--- src/shared/ddrwp_pkg.sv ---
`default_nettype none
// =====================================================================
// Shared constants for the write and precharge logic
// =====================================================================
package ddrwp_pkg;

   // =================================================================
   // Array geometry
   // =================================================================
   localparam int BANKS = 4;          // Internal banks
   localparam int BA_WIDTH = 2;       // Bank address pins
   localparam int ADDR_WIDTH = 13;    // Multiplexed address pins
   localparam int DQ_WIDTH = 16;      // Data pins
   localparam int DM_GROUP = 8;       // Data pins covered by one mask pin
   localparam int AP_BIT = 10;        // Address bit that selects auto or all-bank precharge

   // =================================================================
   // Burst shape
   // =================================================================
   localparam logic [3:0] BL4_BEATS = 4'h4;     // Beats of a short burst
   localparam logic [3:0] BL8_BEATS = 4'h8;     // Beats of a long burst
   localparam logic [7:0] BL4_HALF = 8'h02;     // BL/2 for a short burst
   localparam logic [7:0] BL8_HALF = 8'h04;     // BL/2 for a long burst
   localparam logic [7:0] BL8_PREFETCH = 8'h02; // Last prefetch lag of a long burst
   localparam logic [3:0] WL_OFFSET = 4'h1;     // Write latency is read latency less this

   // =================================================================
   // Timing, in picoseconds, and derived command clock counts
   // =================================================================
   localparam int CK_PERIOD_PS = 160000; // Command clock period
   localparam int TRAS_PS = 40000;       // Least active time
   localparam int TRTP_PS = 7500;        // Least read to precharge time
   localparam int TWR_PS = 15000;        // Write recovery time
   // Least times round up to whole command clocks
   localparam int TRAS_CK = (TRAS_PS + CK_PERIOD_PS - 1) / CK_PERIOD_PS;
   localparam int TRTP_CK = (TRTP_PS + CK_PERIOD_PS - 1) / CK_PERIOD_PS;
   localparam int TWR_CK = (TWR_PS + CK_PERIOD_PS - 1) / CK_PERIOD_PS;
   localparam logic [7:0] TRAS_DLY = 8'(TRAS_CK);
   localparam logic [7:0] TRTP_DLY = 8'(TRTP_CK);
   localparam logic [7:0] TWR_DLY = 8'(TWR_CK);

   // =================================================================
   // Write burst sequencer states
   // =================================================================
   typedef enum logic [1:0] {
      W_IDLE = 2'b00,
      W_WAIT = 2'b01,
      W_BURST = 2'b10
   } ddrwp_wstate_t;

endpackage : ddrwp_pkg
`default_nettype wire

--- src/hw/ddrwp_core.sv ---
`timescale 1ns/1ps
`default_nettype none
// Functional notes
// - Write: select, column, write low; row high
// - Write latency is additive plus CAS minus one
// - Remaining bits on both strobe edges, BL4/BL8
// - Data after burst end is ignored
// - One mask per byte, timed like data
// - Mask ignored during reads
// - Precharge: select, row, write low; column high
// - Bit 10 high closes all, else one
// - Bit 10 on access selects auto-precharge
// - Write auto-precharge waits for stored data
// - Auto-precharge held until active time met
// - Read auto-precharge after AL plus BL/2
// - Precharge never before prefetch plus tRTP; only read auto-precharge is held to it, explicit precharge is not
// - Read: select, column low; row, write high
module ddrwp_core
   import ddrwp_pkg::*;
#(
   parameter int ADDR_W = ADDR_WIDTH,
   parameter int DQ_W = DQ_WIDTH
) (
   // System clock and reset
   input wire logic CLOCK,
   input wire logic RST_N,
   // Command clock and command pins
   input wire logic CK,
   input wire logic CS_N,
   input wire logic RAS_N,
   input wire logic CAS_N,
   input wire logic WE_N,
   input wire logic [BA_WIDTH-1:0] BA,
   input wire logic [ADDR_W-1:0] ADDR,
   // Write data pins
   input wire logic DQS_IN,
   input wire logic [DQ_W-1:0] DQ_IN,
   input wire logic [DQ_W/DM_GROUP-1:0] DM,
   // Static mode settings
   input wire logic [2:0] CAS_LATENCY,
   input wire logic [2:0] ADD_LATENCY,
   input wire logic BURST_LEN8,
   // Captured write beats toward the array
   output logic WR_VALID,
   output logic [DQ_W-1:0] WR_DATA,
   output logic [DQ_W/DM_GROUP-1:0] WR_MASK,
   output logic [2:0] WR_BEAT,
   output logic [BA_WIDTH-1:0] WR_BANK,
   output logic [ADDR_W-1:0] WR_COL,
   // Bank state
   output logic [BANKS-1:0] BANK_OPEN,
   output logic [BANKS-1:0] PRECHARGE_START
);

   localparam int DM_W = DQ_W / DM_GROUP;
   localparam int SW = 6 + BA_WIDTH + ADDR_W + DQ_W + DM_W;

   // =================================================================
   // Pin synchroniser
   // =================================================================
   logic [SW-1:0] sync1_q;  // First stage, read only by the second
   logic [SW-1:0] sync2_q;  // Stable copy of all pins
   logic ck_q;              // Previous command clock level
   logic dqs_q;             // Previous strobe level
   wire ck_s, dqs_s, cs_n_s, ras_n_s, cas_n_s, we_n_s;
   wire [BA_WIDTH-1:0] ba_s;
   wire [ADDR_W-1:0] addr_s;
   wire [DQ_W-1:0] dq_s;
   wire [DM_W-1:0] dm_s;

   // Data and strobe share one delay, so the strobe edge still sits
   // inside the data eye after the crossing
   always_ff @(posedge CLOCK or negedge RST_N) begin
      if (!RST_N) begin
         sync1_q <= '0;
         sync2_q <= '0;
         ck_q <= 1'b0;
         dqs_q <= 1'b0;
      end else begin
         sync1_q <= {CK, DQS_IN, CS_N, RAS_N, CAS_N, WE_N, BA, ADDR, DQ_IN, DM};
         sync2_q <= sync1_q;
         ck_q <= ck_s;
         dqs_q <= dqs_s;
      end
   end

   assign {ck_s, dqs_s, cs_n_s, ras_n_s, cas_n_s, we_n_s, ba_s, addr_s, dq_s, dm_s} = sync2_q;

   // =================================================================
   // Command decode
   // =================================================================
   // Bank number to one-hot select
   function automatic logic [BANKS-1:0] bank_onehot(input logic [BA_WIDTH-1:0] ba);
      bank_onehot = '0;
      bank_onehot[ba] = 1'b1;
   endfunction : bank_onehot

   wire ck_rise = ck_s & ~ck_q;          // Command sampling edge
   wire dqs_rise = dqs_s & ~dqs_q;
   wire dqs_fall = ~dqs_s & dqs_q;
   wire cmd_en = ck_rise & ~cs_n_s;
   wire act_cmd = cmd_en & ~ras_n_s & cas_n_s & we_n_s;
   wire rd_cmd = cmd_en & ras_n_s & ~cas_n_s & we_n_s;
   wire wr_cmd = cmd_en & ras_n_s & ~cas_n_s & ~we_n_s;
   wire pre_cmd = cmd_en & ~ras_n_s & cas_n_s & ~we_n_s;
   wire ap_flag = addr_s[AP_BIT];
   wire [BANKS-1:0] cmd_oh = bank_onehot(ba_s);
   // All banks or the addressed bank
   wire [BANKS-1:0] pre_sel = ap_flag ? {BANKS{1'b1}} : cmd_oh;

   // =================================================================
   // Write burst sequencer
   // =================================================================
   ddrwp_wstate_t wr_state_q, wr_state_d;
   logic [3:0] wl_cnt_q;           // Command clocks left to the latency point
   logic [3:0] beat_q;             // Beats taken so far
   logic wr_ap_q;                  // Write carries auto-precharge
   logic [BA_WIDTH-1:0] wr_bank_q;
   logic [ADDR_W-1:0] wr_col_q;
   logic wr_valid_q;
   logic [DQ_W-1:0] wr_data_q;
   logic [DM_W-1:0] wr_mask_q;
   logic [2:0] wr_beat_q;
   logic [3:0] wl_seen_q;          // Checking aid: clocks since write

   wire [3:0] wl = {1'b0, ADD_LATENCY} + {1'b0, CAS_LATENCY} - WL_OFFSET;
   wire [3:0] bl_beats = BURST_LEN8 ? BL8_BEATS : BL4_BEATS;
   wire in_burst = (wr_state_q == W_BURST);
   // First beat needs a rising edge, so the preamble low is skipped
   wire first_edge = (beat_q == 4'h0) ? dqs_rise : (dqs_rise | dqs_fall);
   wire beat_take = in_burst & first_edge;
   wire last_beat = beat_take & (beat_q == bl_beats - 4'h1);
   wire wr_start = (wr_state_q == W_IDLE) & wr_cmd;

   // Next state; a write during a burst is not queued
   always_comb begin
      wr_state_d = wr_state_q;
      case (wr_state_q)
         W_IDLE: begin
            if (wr_cmd) begin
               wr_state_d = W_WAIT;
            end
         end
         W_WAIT: begin
            if (ck_rise && wl_cnt_q == 4'h1) begin
               wr_state_d = W_BURST;
            end
         end
         W_BURST: begin
            if (last_beat) begin
               wr_state_d = W_IDLE;
            end
         end
         default: begin
            wr_state_d = W_IDLE;
         end
      endcase
   end

   // State register and latency counter
   always_ff @(posedge CLOCK or negedge RST_N) begin
      if (!RST_N) begin
         wr_state_q <= W_IDLE;
         wl_cnt_q <= 4'h0;
      end else begin
         wr_state_q <= wr_state_d;
         if (wr_start) begin
            wl_cnt_q <= wl;
         end else if (ck_rise && wl_cnt_q != 4'h0) begin
            wl_cnt_q <= wl_cnt_q - 4'h1;
         end
      end
   end

   // Command fields held for the burst
   always_ff @(posedge CLOCK or negedge RST_N) begin
      if (!RST_N) begin
         wr_ap_q <= 1'b0;
         wr_bank_q <= '0;
         wr_col_q <= '0;
      end else if (wr_start) begin
         wr_ap_q <= ap_flag;
         wr_bank_q <= ba_s;
         wr_col_q <= addr_s;
      end
   end

   // Beat capture; data and mask are taken only inside the burst
   always_ff @(posedge CLOCK or negedge RST_N) begin
      if (!RST_N) begin
         beat_q <= 4'h0;
         wr_valid_q <= 1'b0;
         wr_data_q <= '0;
         wr_mask_q <= '0;
         wr_beat_q <= 3'h0;
      end else begin
         wr_valid_q <= beat_take;
         if (wr_start) begin
            beat_q <= 4'h0;
         end else if (beat_take) begin
            beat_q <= beat_q + 4'h1;
            wr_data_q <= dq_s;
            wr_mask_q <= dm_s;
            wr_beat_q <= beat_q[2:0];
         end
      end
   end

   // Checking aid: command clocks since the write
   always_ff @(posedge CLOCK or negedge RST_N) begin
      if (!RST_N) begin
         wl_seen_q <= 4'h0;
      end else if (wr_start) begin
         wl_seen_q <= 4'h0;
      end else if (ck_rise && wl_seen_q != 4'hF) begin
         wl_seen_q <= wl_seen_q + 4'h1;
      end
   end

   // =================================================================
   // Banks and auto-precharge
   // =================================================================
   logic [BANKS-1:0] pre_evt_q;
   wire [BANKS-1:0] bank_open;
   wire [BANKS-1:0] ap_fire;
   // Read start: later of AL+BL/2 and last prefetch plus tRTP
   wire [7:0] al8 = {5'h00, ADD_LATENCY};
   wire [7:0] rd_half = al8 + (BURST_LEN8 ? BL8_HALF : BL4_HALF);
   wire [7:0] rd_rtp = al8 + (BURST_LEN8 ? BL8_PREFETCH : 8'h00) + TRTP_DLY;
   wire [7:0] rd_ap_dly = (rd_half > rd_rtp) ? rd_half : rd_rtp;
   wire rd_arm = rd_cmd & ap_flag;
   // Recovery counts only once the last beat is stored
   wire wr_arm = last_beat & wr_ap_q;
   wire [BANKS-1:0] wr_oh = bank_onehot(wr_bank_q);

   for (genvar b = 0; b < BANKS; b++) begin : g_bank
      wire rd_hit = rd_arm & cmd_oh[b];
      ddrwp_bank #(
         .TRAS_CYC(TRAS_DLY)
      ) u_bank (
         .clk(CLOCK),
         .rst_n(RST_N),
         .tick(ck_rise),
         .act(act_cmd & cmd_oh[b]),
         .pre(pre_cmd & pre_sel[b]),
         .ap_arm(rd_hit | (wr_arm & wr_oh[b])),
         .ap_delay(rd_hit ? rd_ap_dly : TWR_DLY),
         .bank_open(bank_open[b]),
         .ap_fire(ap_fire[b])
      );
   end

   // Precharge start pulse, explicit or automatic
   always_ff @(posedge CLOCK or negedge RST_N) begin
      if (!RST_N) begin
         pre_evt_q <= '0;
      end else begin
         pre_evt_q <= ({BANKS{pre_cmd}} & pre_sel) | ap_fire;
      end
   end

   assign WR_VALID = wr_valid_q;
   assign WR_DATA = wr_data_q;
   assign WR_MASK = wr_mask_q;
   assign WR_BEAT = wr_beat_q;
   assign WR_BANK = wr_bank_q;
   assign WR_COL = wr_col_q;
   assign BANK_OPEN = bank_open;
   assign PRECHARGE_START = pre_evt_q;
endmodule : ddrwp_core
`default_nettype wire

--- src/hw/ddrwp_bank.sv ---
`timescale 1ns/1ps
`default_nettype none
// =====================================================================
// One bank: open state, active-time lockout and auto-precharge timer
// =====================================================================
module ddrwp_bank
   import ddrwp_pkg::*;
#(
   parameter logic [7:0] TRAS_CYC = TRAS_DLY
) (
   // Clock and reset
   input wire logic clk,
   input wire logic rst_n,
   // Command clock rising edge, one cycle
   input wire logic tick,
   // Commands aimed at this bank
   input wire logic act,
   input wire logic pre,
   // Auto-precharge request and its least delay in command clocks
   input wire logic ap_arm,
   input wire logic [7:0] ap_delay,
   // State
   output logic bank_open,
   output logic ap_fire
);

   logic open_q;          // Row is open
   logic pending_q;       // Auto-precharge waiting
   logic [7:0] tras_q;    // Command clocks left of least active time
   logic [7:0] ap_cnt_q;  // Command clocks left of the requested delay

   // Both counters are read before the decrement of this tick
   wire tras_due = (tras_q <= 8'h01);
   wire ap_due = (ap_cnt_q <= 8'h01);

   // Lockout holds the start back until active time has run out
   assign ap_fire = tick & pending_q & ap_due & tras_due;
   assign bank_open = open_q;

   // Open on activate, close on explicit or automatic precharge
   always_ff @(posedge clk or negedge rst_n) begin
      if (!rst_n) begin
         open_q <= 1'b0;
      end else if (act) begin
         open_q <= 1'b1;
      end else if (pre || ap_fire) begin
         open_q <= 1'b0;
      end
   end

   // Active time counter, loaded at activate
   always_ff @(posedge clk or negedge rst_n) begin
      if (!rst_n) begin
         tras_q <= 8'h00;
      end else if (act) begin
         tras_q <= TRAS_CYC;
      end else if (tick && tras_q != 8'h00) begin
         tras_q <= tras_q - 8'h01;
      end
   end

   // Pending flag; a new request wins over a completion in the same cycle
   always_ff @(posedge clk or negedge rst_n) begin
      if (!rst_n) begin
         pending_q <= 1'b0;
      end else if (ap_arm) begin
         pending_q <= 1'b1;
      end else if (ap_fire || pre) begin
         pending_q <= 1'b0;
      end
   end

   // Delay counter of the pending request
   always_ff @(posedge clk or negedge rst_n) begin
      if (!rst_n) begin
         ap_cnt_q <= 8'h00;
      end else if (ap_arm) begin
         ap_cnt_q <= ap_delay;
      end else if (tick && ap_cnt_q != 8'h00) begin
         ap_cnt_q <= ap_cnt_q - 8'h01;
      end
   end
endmodule : ddrwp_bank
`default_nettype wire

--- config.mk ---
export PLATFORM = sky130hd
export DESIGN_NAME = ddrwp_core
export DESIGN_NICKNAME = d
export VERILOG_FILES = /design/src/shared/ddrwp_pkg.sv /design/src/hw/ddrwp_core.sv /design/src/hw/ddrwp_bank.sv
export SDC_FILE = /design/constraint.sdc
export NUM_CORES = 1
export LEC_CHECK = 0
export BUFFER_PORTS_ARGS = -buffer_cell sky130_fd_sc_hd__buf_2
export CAP_MARGIN = 10
export CORE_MARGIN = 3
export CORE_UTILIZATION = 53
export CTS_CLUSTER_DIAMETER = 120
export DETAILED_ROUTE_END_ITERATION = 10
export PLACE_DENSITY = 0.76
export SYNTH_ARGS = -nofsm -noshare
export SYNTH_HDL_FRONTEND = slang
export SYNTH_SLANG_ARGS = --single-unit
export TNS_END_PERCENT = 100
--- constraint.sdc ---
create_clock -name CLOCK -period 2.13 [get_ports CLOCK]
set_clock_uncertainty 0.15 [all_clocks]
set_input_delay 0.426 -clock CLOCK [delete_from_list [all_inputs] [get_ports CLOCK]]
set_output_delay 0.426 -clock CLOCK [all_outputs]
set_load 0.01 [all_outputs]
# After elaboration in Yosys (flattened, before gate mapping)

Index checks and enable logic that the tools add are counted.
Widths: inputs -> output; s select.

Output and inout port bits: 45
Register bits: 204
Input bits: 48

Order comparisons: 13
Equality and inequality tests: 7
Multiplexer cells: 50
Bitwise logic cells: 60
$add $sub $neg: 16
Reductions and logical operators: 47

Operators with widths:

| operator            | count |
|---|---|
| $mux 8              | 16 |
| $le 8x1->1 const B  | 8 |
| $reduce_bool 8->1   | 8 |
| $sub 8x1->8 const B | 8 |
| $and 1x1->1         | 45 |
| $reduce_bool 2->1   | 18 |
| $mux 5              | 5 |
| $mux 4              | 6 |
| $mux 1              | 15 |
| $logic_and 1x1->1   | 12 |
| $sub 4x1->4 const B | 3 |
| $add 3x3->4         | 2 |
| $mux 2              | 4 |
| $not 1->1           | 8 |
| $lt 2x3->1 const B  | 2 |
| $pmux 2 s3          | 1 |
| $add 4x1->5 const B | 1 |
| $gt 4x5->1          | 1 |
| $or 1x1->1          | 5 |
| $add 3x2->4         | 1 |
| $add 4x1->4 const B | 1 |
| $and 4x4->4         | 1 |
| $demux 1 s2         | 2 |
| $eq 4x1->1 const B  | 1 |
| other kinds (14)    | 19 |

# Logic depth before layout (Yosys ltp)

Depth after elaboration: 10
Mapped depth: 10

# Hierarchy

From an unflattened synthesis, not the netlist that was laid out.

Cell total of the unflattened synthesis: 804
Area, all modules: 9103.7 um2

By module, submodules not included:

| module     | cells each | times used | area an instance (um2) |
|---|---|---|---|
| ddrwp_core | 320        | 1          | 4709.5 |
| ddrwp_bank | 121        | 4          | 1098.6 |

# Worst setup path before layout

Ideal clock, no wire load.

Path kind: input-to-reg
From: in BURST_LEN8
To: reg g_bank[3].u_bank.ap_cnt_q[1]
Path buffers: 0
Setup slack: -0.637 ns
Library setup time: 0.127 ns
Arrival: 2.490 ns
Stages on the path: 9
Path through: inv_1 -> ha_1 -> fa_1 -> ha_1 -> a21o_1 -> a31oi_1 -> mux2i_1 -> nor2b_1 -> o32a_2

Cells in the longest elaborated chain, start to end: 8
Elaborated cells on any way between the ends: 17

RTL lines:

| element                                                             | RTL line         | source |
|---|---|---|
| start: declaration                                                  | ddrwp_core.sv:42 | `input wire logic BURST_LEN8,` |
| parallel branches: the longest is 8 deep, another holds $add 4x1->5 | -                |  |
| end signal: assignment                                              | ddrwp_bank.sv:78 | `ap_cnt_q <= ap_delay;` |
| end signal: assignment                                              | ddrwp_bank.sv:80 | `ap_cnt_q <= ap_cnt_q - 8'h01;` |
| end: declaration                                                    | ddrwp_bank.sv:30 | `logic [7:0] ap_cnt_q;` |

Several ways; the timed one is not identified.
A chain may end at the register's enable or synchronous reset.

# Worst setup path in the final report

From: in ADD_LATENCY[0]
To: reg g_bank[3].u_bank.ap_cnt_q[2]

Cells in the longest elaborated chain, start to end: 6
Elaborated cells on any way between the ends: 7

RTL lines:

| element            | RTL line          | source |
|---|---|---|
| start: declaration | ddrwp_core.sv:41  | `input wire logic [2:0] ADD_LATENCY,` |
| $add 3x2->4        | ddrwp_core.sv:229 | `wire [7:0] rd_rtp = al8 + (BURST_LEN8 ? BL8_PREFETCH : 8'h00) + TRTP_DLY;` |
| $add 4x1->5        | ddrwp_core.sv:229 |  |
| $gt 4x5->1         | ddrwp_core.sv:230 | `wire [7:0] rd_ap_dly = (rd_half > rd_rtp) ? rd_half : rd_rtp;` |
| $mux 5 *           | ddrwp_core.sv:230 |  |
| $mux 5 *           | ddrwp_core.sv:247 | `.ap_delay(rd_hit ? rd_ap_dly : TWR_DLY),` |
| $mux 8 *           | ddrwp_bank.sv:77  | `end else if (ap_arm) begin` |

Mark *: on every way between the ends. The rest lies on a longest branch, timed or not.

==> impl_metrics.py <==
metrics = {
    "final_layout": {
        "area_growth_pct": 31.6,
        "antenna_cells": 0,
        "layout_commonest_cell": "dfrtp_1",
        "fill_cells": 970,
        "finalCoreUtilization": 0.728,
        "multi_input_area_sq_mm": 0.00343,
        "final_cell_area_sq_mm": 0.0113,
        "drive_above_1_share": 0.302,
        "seq_area_sq_mm": 0.00508,
        "mostFrequentLayoutCells": "dfrtp_1 (203), buf_2 (88), nor2_1 (78), buf_4 (72), nand2_1 (59)",
        "final_cell_count_no_fill": 1175,
        "nNetsFinal": 1031,
    },
    "power_and_ir_drop": {
        "cellPowerDensity_mw_per_mm2": 1210,
        "power_mw": 13.6,
        "p_leak_nw": 5.24,
        "ir_drop_v": 0.000929,
    },
    "setup_path": {
        "start_kind": "input port",
        "r2r-start": "sync2_q[37]",
        "worstSetupEndpoint": "g_bank[3].u_bank.ap_cnt_q[2]",
        "cpPeakStageDelay_ps": 580,
        "path_cells": "buf_6, fa_2, inv_2, ha_4, a21o_1, buf_4, a311o_1, o211ai_1, o31ai_2, o31a_1",
        "cp_slowest_cell": "fa_2",
        "reg2regPathDepth": 7,
        "ff2ff_setup_slack_ps": -50,
        "timing.rr.end": "g_bank[2].u_bank.ap_cnt_q[2]",
        "cp_data_arrival_time_ps": 2430,
        "cp-startpoint": "ADD_LATENCY[0]",
        "endpoint_kind": "register",
        "worst-setup-path-type": "input port to register",
        "critPathMaxFanout": 3,
        "worstPathRequired_ps": 2360,
    },
    "route": {
        "ant_nets": 0,
        "via_per_inst": 5.50,
        "drt_wl_total_microns": 21000,
        "dr_total_vias": 6458,
        "drt_iter0_markers": 352,
        "drtPass1Iterations": 5,
        "route.detailed.drc": 0,
        "post_drt_wl_per_cell_microns": 17.9,
    },
    "floorplanning": {
        "core_sq_mm": 0.0155,
        "die_y_microns": 133,
        "rows": 45,
        "die_w_microns": 133,
        "io_pins": 93,
        "die_area_sq_mm": 0.0177,
        "start_util": 0.553,
    },
    "timing": {
        "slew_headroom": 0.573,
        "setup_slack_ps": -66.0,
        "hold_violations": 0,
        "holdWs_ps": 169,
        "maxSlewViolCount": 0,
        "layout_worst_path_cycle_share": 1.03,
        "max_freq_mhz": 455,
        "setup_viol": 9,
        "rsz0062_at_grt": "yes",
        "min_period_ps": 2200,
        "setup-tns-final_ps": -305,
        "worst_pin_slew_ps": 632,
    },
    "global_route": {
        "grt_util_met3": 0.0487,
        "grt_use_total": 0.231,
        "grt.met1_usage": 0.283,
        "met2_usage": 0.407,
        "grt_pass1_wl_microns": 33300,
        "top_usage_layer": "met2",
        "grt.overflow.total": 0,
        "antenna_found_initial": 0,
        "first_global_vias": 6672,
        "grt_max_degree": 68,
    },
    "clocking": {
        "cts_root_buf": "clkbuf_16",
        "clock_latency_ps": 520,
        "cts_made_buffers": 21,
        "htreeDepth": 1,
        "path_clk_slew_ps": 60,
        "cts.sinks": 203,
        "clockBufferDepth": 3,
        "cts_tree": "built",
    },
    "placed_design": {
        "place.gp.congestion": 0.862,
        "numPortBuffers": 92,
        "place_area_sq_mm": 0.00980,
        "hpwl_microns": 12900,
        "dp_slack_ps": -657,
        "post-place-cells": 1079,
    },
    "synthesis": {
        "syn_inst": 730,
        "synth_ff_type": "dfrtp_1",
        "ys_seq_elements": 203,
        "synth-edff-count": 0,
        "syn_area_sq_mm": 0.00856,
        "seq_area_frac_synth": 0.593,
        "syn_area_per_cell_sq_um": 11.7,
        "synth.distinct_cells": 66,
        "ys_async_sr_fraction": 1.00,
        "ys_warn_count": 0,
        "synth_nets": 811,
    },
    "worst_hold_path": {
        "hp-class": "input port to register",
    },
    "run_status": {
        "outcome": "finished, violations left",
        "violations": "setup timing",
    },
    "job": {
        "maxCapViolations": 0,
    },
}
metal layers:
| metal | wire length, microns | part of all wire |
|---|---|---|
| met2 | 10900 | 0.52 |
| met4 | 694 | 0.033 |
| met5 | 0 | 0 |
| met1 | 8030 | 0.38 |
| met3 | 1340 | 0.064 |
power breakdown:
| part | switching, mW | leakage (nW) | total [mW] | internal [mW] |
|---|---|---|---|---|
| Clock | 1.53 | 0.338 | 3.79 | 2.26 |
| Combinational | 2.06 | 2.48 | 4.02 | 1.96 |
| Sequential | 0.925 | 2.42 | 5.79 | 4.86 |
synth_stat cells (3+ instances only):
| cell | instances | area (sq um) |
|---|---|---|
| a21o_1 | 8 | 60.1 |
| a21oi_1 | 14 | 70.1 |
| a22oi_1 | 4 | 30.0 |
| a31oi_1 | 10 | 62.6 |
| a32oi_1 | 4 | 35.0 |
| and3_1 | 4 | 25.0 |
| buf_2 | 3 | 15.0 |
| buf_4 | 5 | 37.5 |
| buf_6 | 3 | 33.8 |
| clkbuf_1 | 7 | 26.3 |
| dfrtp_1 | 203 | 5080 |
| fa_1 | 3 | 60.1 |
| ha_1 | 30 | 375 |
| inv_1 | 51 | 191 |
| mux2_2 | 22 | 248 |
| mux2i_1 | 3 | 30.0 |
| nand2_1 | 59 | 221 |
| nand2b_1 | 5 | 31.3 |
| nand3_1 | 17 | 85.1 |
| nand4_1 | 11 | 68.8 |
| nand4b_1 | 4 | 35.0 |
| nor2_1 | 80 | 300 |
| nor2b_1 | 5 | 31.3 |
| nor3_1 | 23 | 115 |
| nor4_1 | 10 | 62.6 |
| nor4b_1 | 5 | 43.8 |
| o211ai_1 | 3 | 22.5 |
| o21ai_0 | 16 | 80.1 |
| or2_2 | 6 | 37.5 |
| or3_1 | 5 | 31.3 |
| or4_1 | 3 | 22.5 |
| xnor2_1 | 28 | 245 |
| xor2_1 | 29 | 254 |
sequential cells by signal, indices dropped and copies added, names as in the netlist, 13 cells and up:
name and count:
WR_COL 13, WR_DATA 16, g_bank.u_bank.tras_q 32, g_bank.u_bank.ap_cnt_q 32, sync1_q 39, sync2_q 39
worst max-delay path: cells and delay by family:
kind | cells | cell delay, ps
compound gates | 5 | 910
fa+ha+maj | 2 | 800
buf+inv | 3 | 290
area by class of cell:
type | instances | share of cell area
multi-input cells | 458 | 0.304
inverters | 51 | 0.0170
clock buffers | 28 | 0.0507
flip-flops and latches | 203 | 0.451
well taps | 211 | 0.0234
repair buffers | 215 | 0.142
clock inverters | 9 | 0.0118
cells by family after synthesis:
kind of cell / count (synthesis) / share of synthesized area
AND/OR/NAND/NOR: 251 / 0.146
flip-flops: 203 / 0.593
AO/OA/AOI/OAI: 92 / 0.0837
buffers and inverters: 69 / 0.0355
XOR/XNOR: 57 / 0.0583
adder cells (fa/ha/maj): 33 / 0.0508
multiplexers: 25 / 0.0324
worst min-delay path by stage:
stage                         startpoint                  to  depth (start not counted)
after floorplan                    RST_N  PRECHARGE_START[0]                          0
after global placement       sync1_q[27]         sync2_q[27]                          0
after detailed placement     sync1_q[14]         sync2_q[14]                          0
after CTS                 CAS_LATENCY[0]         wl_cnt_q[0]                          4
after global routing      CAS_LATENCY[0]         wl_cnt_q[0]                          4
final                     CAS_LATENCY[0]         wl_cnt_q[0]                          4
timing repair:
| item | CTS | global route |
|---|---|---|
| buffers inserted | 6 | 13 |
| endpoints found under the setup margin | 25 | 52 |
| resized for setup | 23 | 25 |
| pin swaps | 11 | 20 |
| hold buffers | 40 | 0 |
| hold endpoints to repair | 73 | 0 |
Note: power is estimated with default switching activity, not from simulation.
